--- config.mk ---
export PLATFORM = sky130hd
export DESIGN_NAME = viu_top
export DESIGN_NICKNAME = d
export VERILOG_FILES = /design/src/inc/viu_pkg.sv /design/src/viu_sync.sv /design/src/viu_prio.sv /design/src/viu_top.sv
export SDC_FILE = /design/constraint.sdc
export NUM_CORES = 1
export LEC_CHECK = 0
export BUFFER_PORTS_ARGS = -buffer_cell sky130_fd_sc_hd__buf_2
export CAP_MARGIN = 20
export CORE_AREA = 2 2 99 101
export CTS_BUF_LIST = sky130_fd_sc_hd__clkbuf_4 sky130_fd_sc_hd__clkbuf_8
export DETAILED_ROUTE_END_ITERATION = 6
export DIE_AREA = 0 0 101 103
export PLACE_DENSITY_LB_ADDON = 0.3
export SYNTH_ARGS = -nofsm -noshare
export SYNTH_HDL_FRONTEND = slang
export SYNTH_SLANG_ARGS = --single-unit
--- constraint.sdc ---
create_clock -name core_clk -period 3.2 [get_ports core_clk]
set_input_delay 0.32 -clock core_clk [delete_from_list [all_inputs] [get_ports core_clk]]
set_output_delay 0.32 -clock core_clk [all_outputs]
set_load 0.02 [all_outputs]
--- src/inc/viu_pkg.sv ---
// Constants for the vectored interrupt unit
package viu_pkg;
  localparam int unsigned NUM_CHANNELS = 32;
  localparam logic [23:0] ADDR_VECTOR = 24'hFFFE00;
  localparam logic [23:0] ADDR_NMI_FLAGS = 24'hFFFE02;
  localparam logic [23:0] ADDR_NMI_CTRL = 24'hFFFE04;
  localparam logic [23:0] ADDR_PEND_LOW = 24'hFFFE0A;
  localparam logic [23:0] ADDR_PEND_HIGH = 24'hFFFE0C;
  localparam logic [23:0] ADDR_ENABLE_LOW = 24'hFFFE0E;
  localparam logic [23:0] ADDR_ENABLE_HIGH = 24'hFFFE10;
  localparam logic [23:0] ADDR_EDGE_CLEAR_LOW = 24'hFFFE12;
  localparam logic [23:0] ADDR_EDGE_CLEAR_HIGH = 24'hFFFE14;
  localparam logic [7:0] VECTOR_BASE = 8'h10;
  localparam logic [7:0] VECTOR_RESET = 8'h10;
  localparam logic [31:0] EDGE_CHANNELS = 32'h80000000;
  localparam logic [15:0] ENABLE_RESET = 16'h0000;
  localparam int unsigned NMI_EXT_BIT = 0;
  localparam int unsigned NMI_PROT_BIT = 1;
  localparam int unsigned CTRL_EN_BIT = 0;
  localparam int unsigned CTRL_PIN_BIT = 1;
  localparam int unsigned CTRL_LOCK_BIT = 2;
endpackage

--- src/viu_sync.sv ---
// Two-flop synchroniser for asynchronous inputs
`timescale 1ns/1ps
`default_nettype none
module viu_sync #(
  parameter int unsigned WIDTH = 1,
  parameter logic [WIDTH-1:0] RESET_VALUE = '0
) (
  input wire logic core_clk,
  input wire logic rst,
  input wire logic [WIDTH-1:0] async_in,
  output logic [WIDTH-1:0] sync_out
);
  logic [WIDTH-1:0] meta_reg;
  logic [WIDTH-1:0] sync_reg;

  if (WIDTH < 1) begin : g_bad_width
    $error("viu_sync width must be at least one");
  end

  // Reset level must match the input's idle level, or an edge detector sees a false edge
  always_ff @(posedge core_clk or posedge rst) begin
    if (rst) begin
      meta_reg <= RESET_VALUE;
      sync_reg <= RESET_VALUE;
    end else begin
      meta_reg <= async_in;
      sync_reg <= meta_reg;
    end
  end

  assign sync_out = sync_reg;
endmodule
`default_nettype wire

--- src/viu_prio.sv ---
// Fixed-priority encoder, highest index wins
`timescale 1ns/1ps
`default_nettype none
module viu_prio #(
  parameter int unsigned WIDTH = 32
) (
  input wire logic [WIDTH-1:0] req,
  output logic [$clog2(WIDTH)-1:0] index,
  output logic any
);
  if (WIDTH < 2 || WIDTH > 32) begin : g_bad_width
    $error("viu_prio width out of range");
  end

  always_comb begin
    index = '0;
    any = 1'b0;
    for (int i = 0; i < WIDTH; i++) begin
      if (req[i]) begin
        index = ($clog2(WIDTH))'(i);
        any = 1'b1;
      end
    end
  end
endmodule
`default_nettype wire

--- src/viu_top.sv ---
// Vectored interrupt unit: maskable channels and non-maskable sources
`timescale 1ns/1ps
`default_nettype none
module viu_top (
  input wire logic core_clk,
  input wire logic rst,
  input wire logic [23:0] bus_addr,
  input wire logic bus_rd,
  input wire logic bus_wr,
  input wire logic [15:0] bus_wdata,
  output logic [15:0] bus_rdata,
  input wire logic [31:1] irq_src,
  input wire logic ext_nmi_pin,
  input wire logic flash_prot_write,
  output logic core_irq,
  output logic core_nmi
);
  localparam int unsigned NCH = viu_pkg::NUM_CHANNELS;
  // Both channel words of the register map must be full
  if (NCH != 32) begin : g_bad_count
    $error("viu_top needs 32 channel slots");
  end

  // Sources arrive asynchronously through the wake-up path
  logic [NCH-1:0] src_sync;
  logic [NCH-2:0] src_sync_raw;
  logic pin_sync;

  viu_sync #(.WIDTH(NCH-1)) u_src_sync (
    .core_clk(core_clk),
    .rst(rst),
    .async_in(irq_src),
    .sync_out(src_sync_raw)
  );

  // Pin idles high, so its synchroniser resets high and no false fall follows reset
  viu_sync #(.WIDTH(1), .RESET_VALUE(1'b1)) u_pin_sync (
    .core_clk(core_clk),
    .rst(rst),
    .async_in(ext_nmi_pin),
    .sync_out(pin_sync)
  );

  assign src_sync = {src_sync_raw, 1'b0};

  // Register decode
  function automatic logic addr_is(input logic [23:0] addr, input logic [23:0] target);
    return addr == target;
  endfunction

  wire rd_nmi_flags = bus_rd && addr_is(bus_addr, viu_pkg::ADDR_NMI_FLAGS);
  wire wr_nmi_ctrl = bus_wr && addr_is(bus_addr, viu_pkg::ADDR_NMI_CTRL);
  wire wr_en_low = bus_wr && addr_is(bus_addr, viu_pkg::ADDR_ENABLE_LOW);
  wire wr_en_high = bus_wr && addr_is(bus_addr, viu_pkg::ADDR_ENABLE_HIGH);
  wire wr_clr_low = bus_wr && addr_is(bus_addr, viu_pkg::ADDR_EDGE_CLEAR_LOW);
  wire wr_clr_high = bus_wr && addr_is(bus_addr, viu_pkg::ADDR_EDGE_CLEAR_HIGH);

  // Maskable channels
  logic [NCH-1:0] enable_reg;
  logic [NCH-1:0] edge_latch_reg;
  logic [NCH-1:0] src_prev_reg;
  logic [NCH-1:0] pending;
  logic [NCH-1:0] edge_clear;
  logic [NCH-1:0] edge_rise;
  logic [NCH-1:0] enable_next;

  assign edge_clear = {wr_clr_high ? bus_wdata : 16'h0000,
                       wr_clr_low ? bus_wdata : 16'h0000};
  assign edge_rise = src_sync & ~src_prev_reg;
  assign enable_next = {wr_en_high ? bus_wdata : enable_reg[31:16],
                        wr_en_low ? bus_wdata : enable_reg[15:0]};

  genvar g;
  generate
    for (g = 0; g < NCH; g++) begin : g_chan
      if (viu_pkg::EDGE_CHANNELS[g]) begin : g_edge
        assign pending[g] = edge_latch_reg[g];
      end else begin : g_level
        assign pending[g] = src_sync[g];
      end
    end
  endgenerate

  always_ff @(posedge core_clk or posedge rst) begin
    if (rst) begin
      enable_reg <= {viu_pkg::ENABLE_RESET, viu_pkg::ENABLE_RESET};
      edge_latch_reg <= '0;
      src_prev_reg <= '0;
    end else begin
      enable_reg <= enable_next;
      src_prev_reg <= src_sync;
      // New edge wins over a clear in the same cycle
      edge_latch_reg <= (edge_latch_reg & ~edge_clear) | (edge_rise & viu_pkg::EDGE_CHANNELS);
    end
  end

  // Priority and vector
  logic [NCH-1:0] active;
  logic [4:0] best_index;
  logic best_any;
  logic [7:0] vector_reg;
  logic [7:0] vector_next;

  assign active = pending & enable_reg & ~32'h00000001;

  viu_prio #(.WIDTH(NCH)) u_prio (
    .req(active),
    .index(best_index),
    .any(best_any)
  );

  // A withdrawn request falls back to the channel-zero code
  assign vector_next = best_any ? (viu_pkg::VECTOR_BASE + {3'b000, best_index}) : viu_pkg::VECTOR_BASE;

  always_ff @(posedge core_clk or posedge rst) begin
    if (rst) begin
      vector_reg <= viu_pkg::VECTOR_RESET;
    end else begin
      vector_reg <= vector_next;
    end
  end

  assign core_irq = best_any;

  // Non-maskable sources
  logic pin_prev_reg;
  logic nmi_en_reg;
  logic nmi_lock_enable_reg;
  logic [1:0] nmi_flags_reg;
  wire ext_path_on = nmi_lock_enable_reg || nmi_en_reg;
  wire pin_fall = pin_prev_reg && !pin_sync;
  wire ext_event = pin_fall && ext_path_on;
  wire en_write_val = bus_wdata[viu_pkg::CTRL_EN_BIT];
  // Software may only set the one-shot bit while the external flag is clear
  wire en_set_ok = !nmi_flags_reg[viu_pkg::NMI_EXT_BIT];
  logic nmi_en_next;
  logic [1:0] nmi_flags_next;

  always_comb begin
    nmi_en_next = nmi_en_reg;
    if (wr_nmi_ctrl) begin
      if (!en_write_val || en_set_ok) begin
        nmi_en_next = en_write_val;
      end
    end
    if (ext_event) begin
      nmi_en_next = 1'b0;
    end
  end

  always_comb begin
    nmi_flags_next = rd_nmi_flags ? 2'b00 : nmi_flags_reg;
    if (ext_event) begin
      nmi_flags_next[viu_pkg::NMI_EXT_BIT] = 1'b1;
    end
    if (flash_prot_write) begin
      nmi_flags_next[viu_pkg::NMI_PROT_BIT] = 1'b1;
    end
  end

  always_ff @(posedge core_clk or posedge rst) begin
    if (rst) begin
      pin_prev_reg <= 1'b1;
      nmi_en_reg <= 1'b0;
      nmi_lock_enable_reg <= 1'b0;
      nmi_flags_reg <= 2'b00;
    end else begin
      pin_prev_reg <= pin_sync;
      nmi_en_reg <= nmi_en_next;
      // Write-one-to-set, no software clear
      if (wr_nmi_ctrl && bus_wdata[viu_pkg::CTRL_LOCK_BIT]) begin
        nmi_lock_enable_reg <= 1'b1;
      end
      nmi_flags_reg <= nmi_flags_next;
    end
  end

  assign core_nmi = |nmi_flags_reg;

  // Read mux, combinational so the acknowledge read sees the vector
  always_comb begin
    bus_rdata = 16'h0000;
    if (bus_rd) begin
      case (bus_addr)
        viu_pkg::ADDR_VECTOR: bus_rdata = {8'h00, 2'b00, vector_reg[5:0]};
        viu_pkg::ADDR_NMI_FLAGS: bus_rdata = {14'h0000, nmi_flags_reg};
        viu_pkg::ADDR_NMI_CTRL: bus_rdata = {13'h0000, nmi_lock_enable_reg, pin_sync, nmi_en_reg};
        viu_pkg::ADDR_PEND_LOW: bus_rdata = pending[15:0];
        viu_pkg::ADDR_PEND_HIGH: bus_rdata = pending[31:16];
        viu_pkg::ADDR_ENABLE_LOW: bus_rdata = enable_reg[15:0];
        viu_pkg::ADDR_ENABLE_HIGH: bus_rdata = enable_reg[31:16];
        default: bus_rdata = 16'h0000;
      endcase
    end
  end

  a_nmi_out: assert property (@(posedge core_clk) disable iff (rst)
    core_nmi == (nmi_flags_reg != 2'b00)) else $error("nmi output mismatch");
  a_flag_clear: assert property (@(posedge core_clk) disable iff (rst)
    (rd_nmi_flags && !ext_event && !flash_prot_write) |=> (nmi_flags_reg == 2'b00)) else $error("flags not cleared");
  a_prot_nmi: assert property (@(posedge core_clk) disable iff (rst)
    flash_prot_write |=> core_nmi) else $error("protected write lost");
  a_oneshot_drop: assert property (@(posedge core_clk) disable iff (rst)
    (ext_event && !nmi_lock_enable_reg) |=> !nmi_en_reg) else $error("one-shot not cleared");
  a_lock_sticky: assert property (@(posedge core_clk) disable iff (rst)
    nmi_lock_enable_reg |=> nmi_lock_enable_reg) else $error("lock cleared");
  a_vector_range: assert property (@(posedge core_clk) disable iff (rst)
    (vector_reg >= 8'h10) && (vector_reg <= 8'h2F)) else $error("vector out of range");
  a_vector_idle: assert property (@(posedge core_clk) disable iff (rst)
    !best_any |=> (vector_reg == 8'h10)) else $error("idle vector wrong");
  a_irq_level: assert property (@(posedge core_clk) disable iff (rst)
    core_irq == ((pending & enable_reg) != 32'h00000000)) else $error("irq mismatch");
  a_edge_hold: assert property (@(posedge core_clk) disable iff (rst)
    (edge_latch_reg[31] && !edge_clear[31]) |=> edge_latch_reg[31]) else $error("edge latch lost");
  a_ext_fall: assert property (@(posedge core_clk) disable iff (rst)
    (pin_fall && ext_path_on) |=> nmi_flags_reg[0]) else $error("pin edge missed");

  // Maskable path
  a_chan_zero: assert property (@(posedge core_clk) disable iff (rst)
    !active[0]) else $error("channel zero active");
  a_level_follow: assert property (@(posedge core_clk) disable iff (rst)
    pending[30:1] == src_sync[30:1]) else $error("level status not following source");
  a_edge_set: assert property (@(posedge core_clk) disable iff (rst)
    edge_rise[31] |=> edge_latch_reg[31]) else $error("top channel edge not latched");
  a_edge_quiet: assert property (@(posedge core_clk) disable iff (rst)
    (!edge_rise[31] && !edge_latch_reg[31]) |=> !edge_latch_reg[31]) else $error("top channel set without edge");
  a_edge_clear: assert property (@(posedge core_clk) disable iff (rst)
    (edge_clear[31] && !edge_rise[31]) |=> !edge_latch_reg[31]) else $error("edge latch not cleared");
  a_enable_low: assert property (@(posedge core_clk) disable iff (rst)
    wr_en_low |=> (enable_reg[15:0] == $past(bus_wdata))) else $error("low enable write lost");
  a_enable_high: assert property (@(posedge core_clk) disable iff (rst)
    wr_en_high |=> (enable_reg[31:16] == $past(bus_wdata))) else $error("high enable write lost");
  a_enable_hold: assert property (@(posedge core_clk) disable iff (rst)
    (!wr_en_low && !wr_en_high) |=> (enable_reg == $past(enable_reg))) else $error("enable changed unasked");
  a_prio_top: assert property (@(posedge core_clk) disable iff (rst)
    best_any |-> ((active >> best_index) == 32'h00000001)) else $error("lower channel won");
  a_irq_chan: assert property (@(posedge core_clk) disable iff (rst)
    (|(src_sync & enable_reg & ~viu_pkg::EDGE_CHANNELS & ~32'h00000001)) |-> core_irq) else $error("level request lost");
  a_irq_idle: assert property (@(posedge core_clk) disable iff (rst)
    (active == 32'h00000000) |-> !core_irq) else $error("request without active channel");
  a_vector_map: assert property (@(posedge core_clk) disable iff (rst)
    best_any |=> (vector_reg == (viu_pkg::VECTOR_BASE + {3'b000, $past(best_index)}))) else $error("vector code wrong");
  a_vector_top: assert property (@(posedge core_clk) disable iff (rst)
    vector_reg[7:6] == 2'b00) else $error("vector upper bits set");
  a_ack_byte: assert property (@(posedge core_clk) disable iff (rst)
    (bus_rd && addr_is(bus_addr, viu_pkg::ADDR_VECTOR)) |-> (bus_rdata[7:0] == vector_reg)) else $error("ack byte wrong");
  a_status_high: assert property (@(posedge core_clk) disable iff (rst)
    (bus_rd && addr_is(bus_addr, viu_pkg::ADDR_PEND_HIGH)) |-> (bus_rdata == pending[31:16])) else $error("status word wrong");

  // Non-maskable path
  a_en_refused: assert property (@(posedge core_clk) disable iff (rst)
    (wr_nmi_ctrl && en_write_val && nmi_flags_reg[viu_pkg::NMI_EXT_BIT] && !nmi_en_reg) |=> !nmi_en_reg)
    else $error("one-shot set while flag pending");
  a_en_clear: assert property (@(posedge core_clk) disable iff (rst)
    (wr_nmi_ctrl && !en_write_val) |=> !nmi_en_reg) else $error("one-shot not cleared by write");
  a_lock_set: assert property (@(posedge core_clk) disable iff (rst)
    (wr_nmi_ctrl && bus_wdata[viu_pkg::CTRL_LOCK_BIT]) |=> nmi_lock_enable_reg) else $error("lock not set");
  a_lock_path: assert property (@(posedge core_clk) disable iff (rst)
    (nmi_lock_enable_reg && pin_fall) |=> nmi_flags_reg[viu_pkg::NMI_EXT_BIT]) else $error("locked path missed edge");
  a_ext_blocked: assert property (@(posedge core_clk) disable iff (rst)
    (!ext_path_on && !nmi_flags_reg[viu_pkg::NMI_EXT_BIT]) |=> !nmi_flags_reg[viu_pkg::NMI_EXT_BIT])
    else $error("external flag set while path off");
  a_prot_flag: assert property (@(posedge core_clk) disable iff (rst)
    flash_prot_write |=> nmi_flags_reg[viu_pkg::NMI_PROT_BIT]) else $error("protected flag not set");
  a_prot_hold: assert property (@(posedge core_clk) disable iff (rst)
    (nmi_flags_reg[viu_pkg::NMI_PROT_BIT] && !rd_nmi_flags) |=> nmi_flags_reg[viu_pkg::NMI_PROT_BIT])
    else $error("protected flag dropped unread");
  a_ext_hold: assert property (@(posedge core_clk) disable iff (rst)
    (nmi_flags_reg[viu_pkg::NMI_EXT_BIT] && !rd_nmi_flags) |=> nmi_flags_reg[viu_pkg::NMI_EXT_BIT])
    else $error("external flag dropped unread");
endmodule
`default_nettype wire

==> results.txt <==
status = finished clean
part of the power in registers = 62.4%
WHS = 0.0466 ns
Logic pwr share = 5.4%
initial antenna violation count = 0
CTS Buffer Depth = 2
worst-case hold path end point = u_pin_sync.meta_reg
Die Wd = 101 µm
vias per cell = 5.74
Layout Cells excl Fill = 576
setup TNS = 0 ns
GPL Wtd Cong = 0.858
largest net degree at the start of global routing = 80
FF-to-FF setup slack = 1.42 ns
Die Area = 10400 µm²
post-synth top area cell = dfrtp_1
worst-margin pin slew = 0.913 ns
minimum clock period = 2.74 ns
nets = 534
worst-case reg-to-reg path depth = 5
Final Cell Area = 5440 µm²
total CTS buffers = 9
TritonCTS clock tree = done
clk_lat worst skew = 0.36 ns
post-cts resize count = 0
layout cells sized above 1 = 41.8%
Crit. Startpoint = u_src_sync.sync_out[15]
number of synthesized flops with an enable pin = 0
Synth area leaders = dfrtp_1 (57%), mux2_2 (10%), a22oi_1 (3.4%)
number of DRC markers in iteration 0 = 226
dominant synthesized flop cell = dfrtp_1
Tot Pwr = 2.32 mW
filler cell count = 819
Post-synth top cells = dfrtp_1 (105), mux2_2 (42), nand2_1 (33)
Netlist cell types = 56
sequential share of the synthesized area = 58.8%
Syn Inst Count = 353
FF-to-FF Start = u_src_sync.sync_out[15]
pre-CTS setup slack = 0.691 ns
Worst Path Arrival = 2.42 ns
Net Sw Power = 544 µW
max cap viols = 0
final hold vios = 0
Clk network pwr share = 32.2%
synthesized area per cell = 13.2 µm²
GR Overflow Total = 0
synthesized cell area = 4650 µm²
worst hold path stage count = 1
Crit Path Max Fanout = 3
part of the cycle the worst path needs = 85.5%
Post-Place Cells = 560
Routed Antenna Nets = 0
Starting Density = 49.2%
PnR worst setup slack = 0.463 ns
routed len/inst = 17.7 µm
switching part of the total = 23.5%
critical path class = reg -> out
Worst Hold Class = in -> reg
Worst Setup Start Kind = register
CTS root buf = clkbuf_8
RSZ-0062 raised after global routing = false
HP Start = ext_nmi_pin
worst vdd ir = 0.000284 V
RR Endpoint = vector_reg[5]
Internal = 1.77 mW
yosys warns = 0
DRT Pass-1 Iters = 5
clock transition at the registers of the reported paths = 0.10 ns
Synth top area share = 56.5%
most common cell in the synthesized netlist = dfrtp_1
clock skew = 0.00879 ns
global-route usage over all layers = 20.8%
required time of the critical path = 2.88 ns
Core Area = 9460 µm²
Fmax = 365 MHz
first-pass GRT wire length = 16400 µm
placed inst area = 5270 µm²
# clock sinks = 109
Routed WL = 10200 µm
post-cts hold buffer count = 0
Post-CTS Setup Inserts = 0
Die Ht = 103 µm
endpoint type of the worst setup path = primary output
leakage power = 2.67 nW
drt drc = 0
# diodes = 0
Power Density = 425 nW/µm²
hpwl dp = 7480 µm
number of synthesized register bits = 109
total vias in the final route = 3304
Area Overhead vs Synth = 17.1%
syn_nets = 430
Setup-failing EPs final = 0
Ports = 95
Core Util, Final = 57.6%
Row Count = 36
number of port buffers = 94
Max-slew headroom = 39.1%
Slew Viols, Final = 0
H-tree depth = 3
vias in the first global route = 3260
Synth async-reset ratio = 100%
max reg flops = 32
==> power by group through the flow <==
stage	Clock, mW	Combinational [mW]	Sequential, mW
2_1_floorplan	0	0.0569	1.46
6_report	0.746	0.125	1.44
5_1_grt	0.835	0.139	1.45
3_3_place_gp	0	0.124	1.47
4_1_cts	0.773	0.127	1.44
3_5_place_dp	0	0.127	1.47
==> critical path: stages (launching register included) <==
cell and delay [ns]:
dfrtp_1 0.40, and2_1 0.20, a21oi_1 0.24, nand2_1 0.12
nor4_1 0.61, nand4_1 0.25, buf_2 0.23
==> layer usage <==
layer  track usage (%)  vias to the layer above  routed length [µm]
met5                 0                        -                   0
met4              7.90                        0                 170
met3              3.86                       16                 622
met2              33.7                      123                4930
met1              28.3                     1639                4480
li1                  -                     1526                   -
==> cell type report <==
cell class	count	area, µm²	area share [%]
multi-input cells	227	1820	33.5
inverters	7	28.8	0.529
repair buffers	103	538	9.88
clock buffers	10	131	2.41
flip-flops and latches	109	2730	50.2
well taps	114	143	2.62
clock inverters	6	47.5	0.873
==> worst max path at each step <==
stage / end / slack (ns) / depth (start not counted)
CTS: core_irq / 0.49 / 6
floorplan: edge_latch_reg[31] / 0.01 / 1
global route: core_irq / 0.34 / 5
global placement: bus_rdata[15] / 0.73 / 8
detailed placement: bus_rdata[7] / 0.69 / 8
finish: core_irq / 0.46 / 6
==> cell usage in the layout (no fill, tap or decap), drive strengths merged, types with 2 or more instances in the layout <==
cell type and instances:
a211oi 4, a21o 3, a21oi 16, a222oi 4, a22o 4, a22oi 21, a31oi 3, a32oi 5
and3 2, and4 2, buf 103, clkbuf 10, clkinv 4, dfrtp 105, dfstp 4, inv 8
mux2 54, nand2 35, nand3 22, nand4 3, nor2 12, nor3 3, nor4 8, o2111ai 2
o21ai 3, o21bai 2
==> cells by family (layout without fill, tap and decap cells) <==
| group | after synthesis | in the layout | synth area share, % |
|---|---|---|---|
| simple gates | 97 | 97 | 13.3 |
| mux | 55 | 55 | 14.1 |
| flops | 109 | 109 | 58.8 |
| buf+inv | 17 | 126 | 2.02 |
| compound gates | 75 | 75 | 11.8 |
Note: power is estimated with default switching activity, not from simulation.
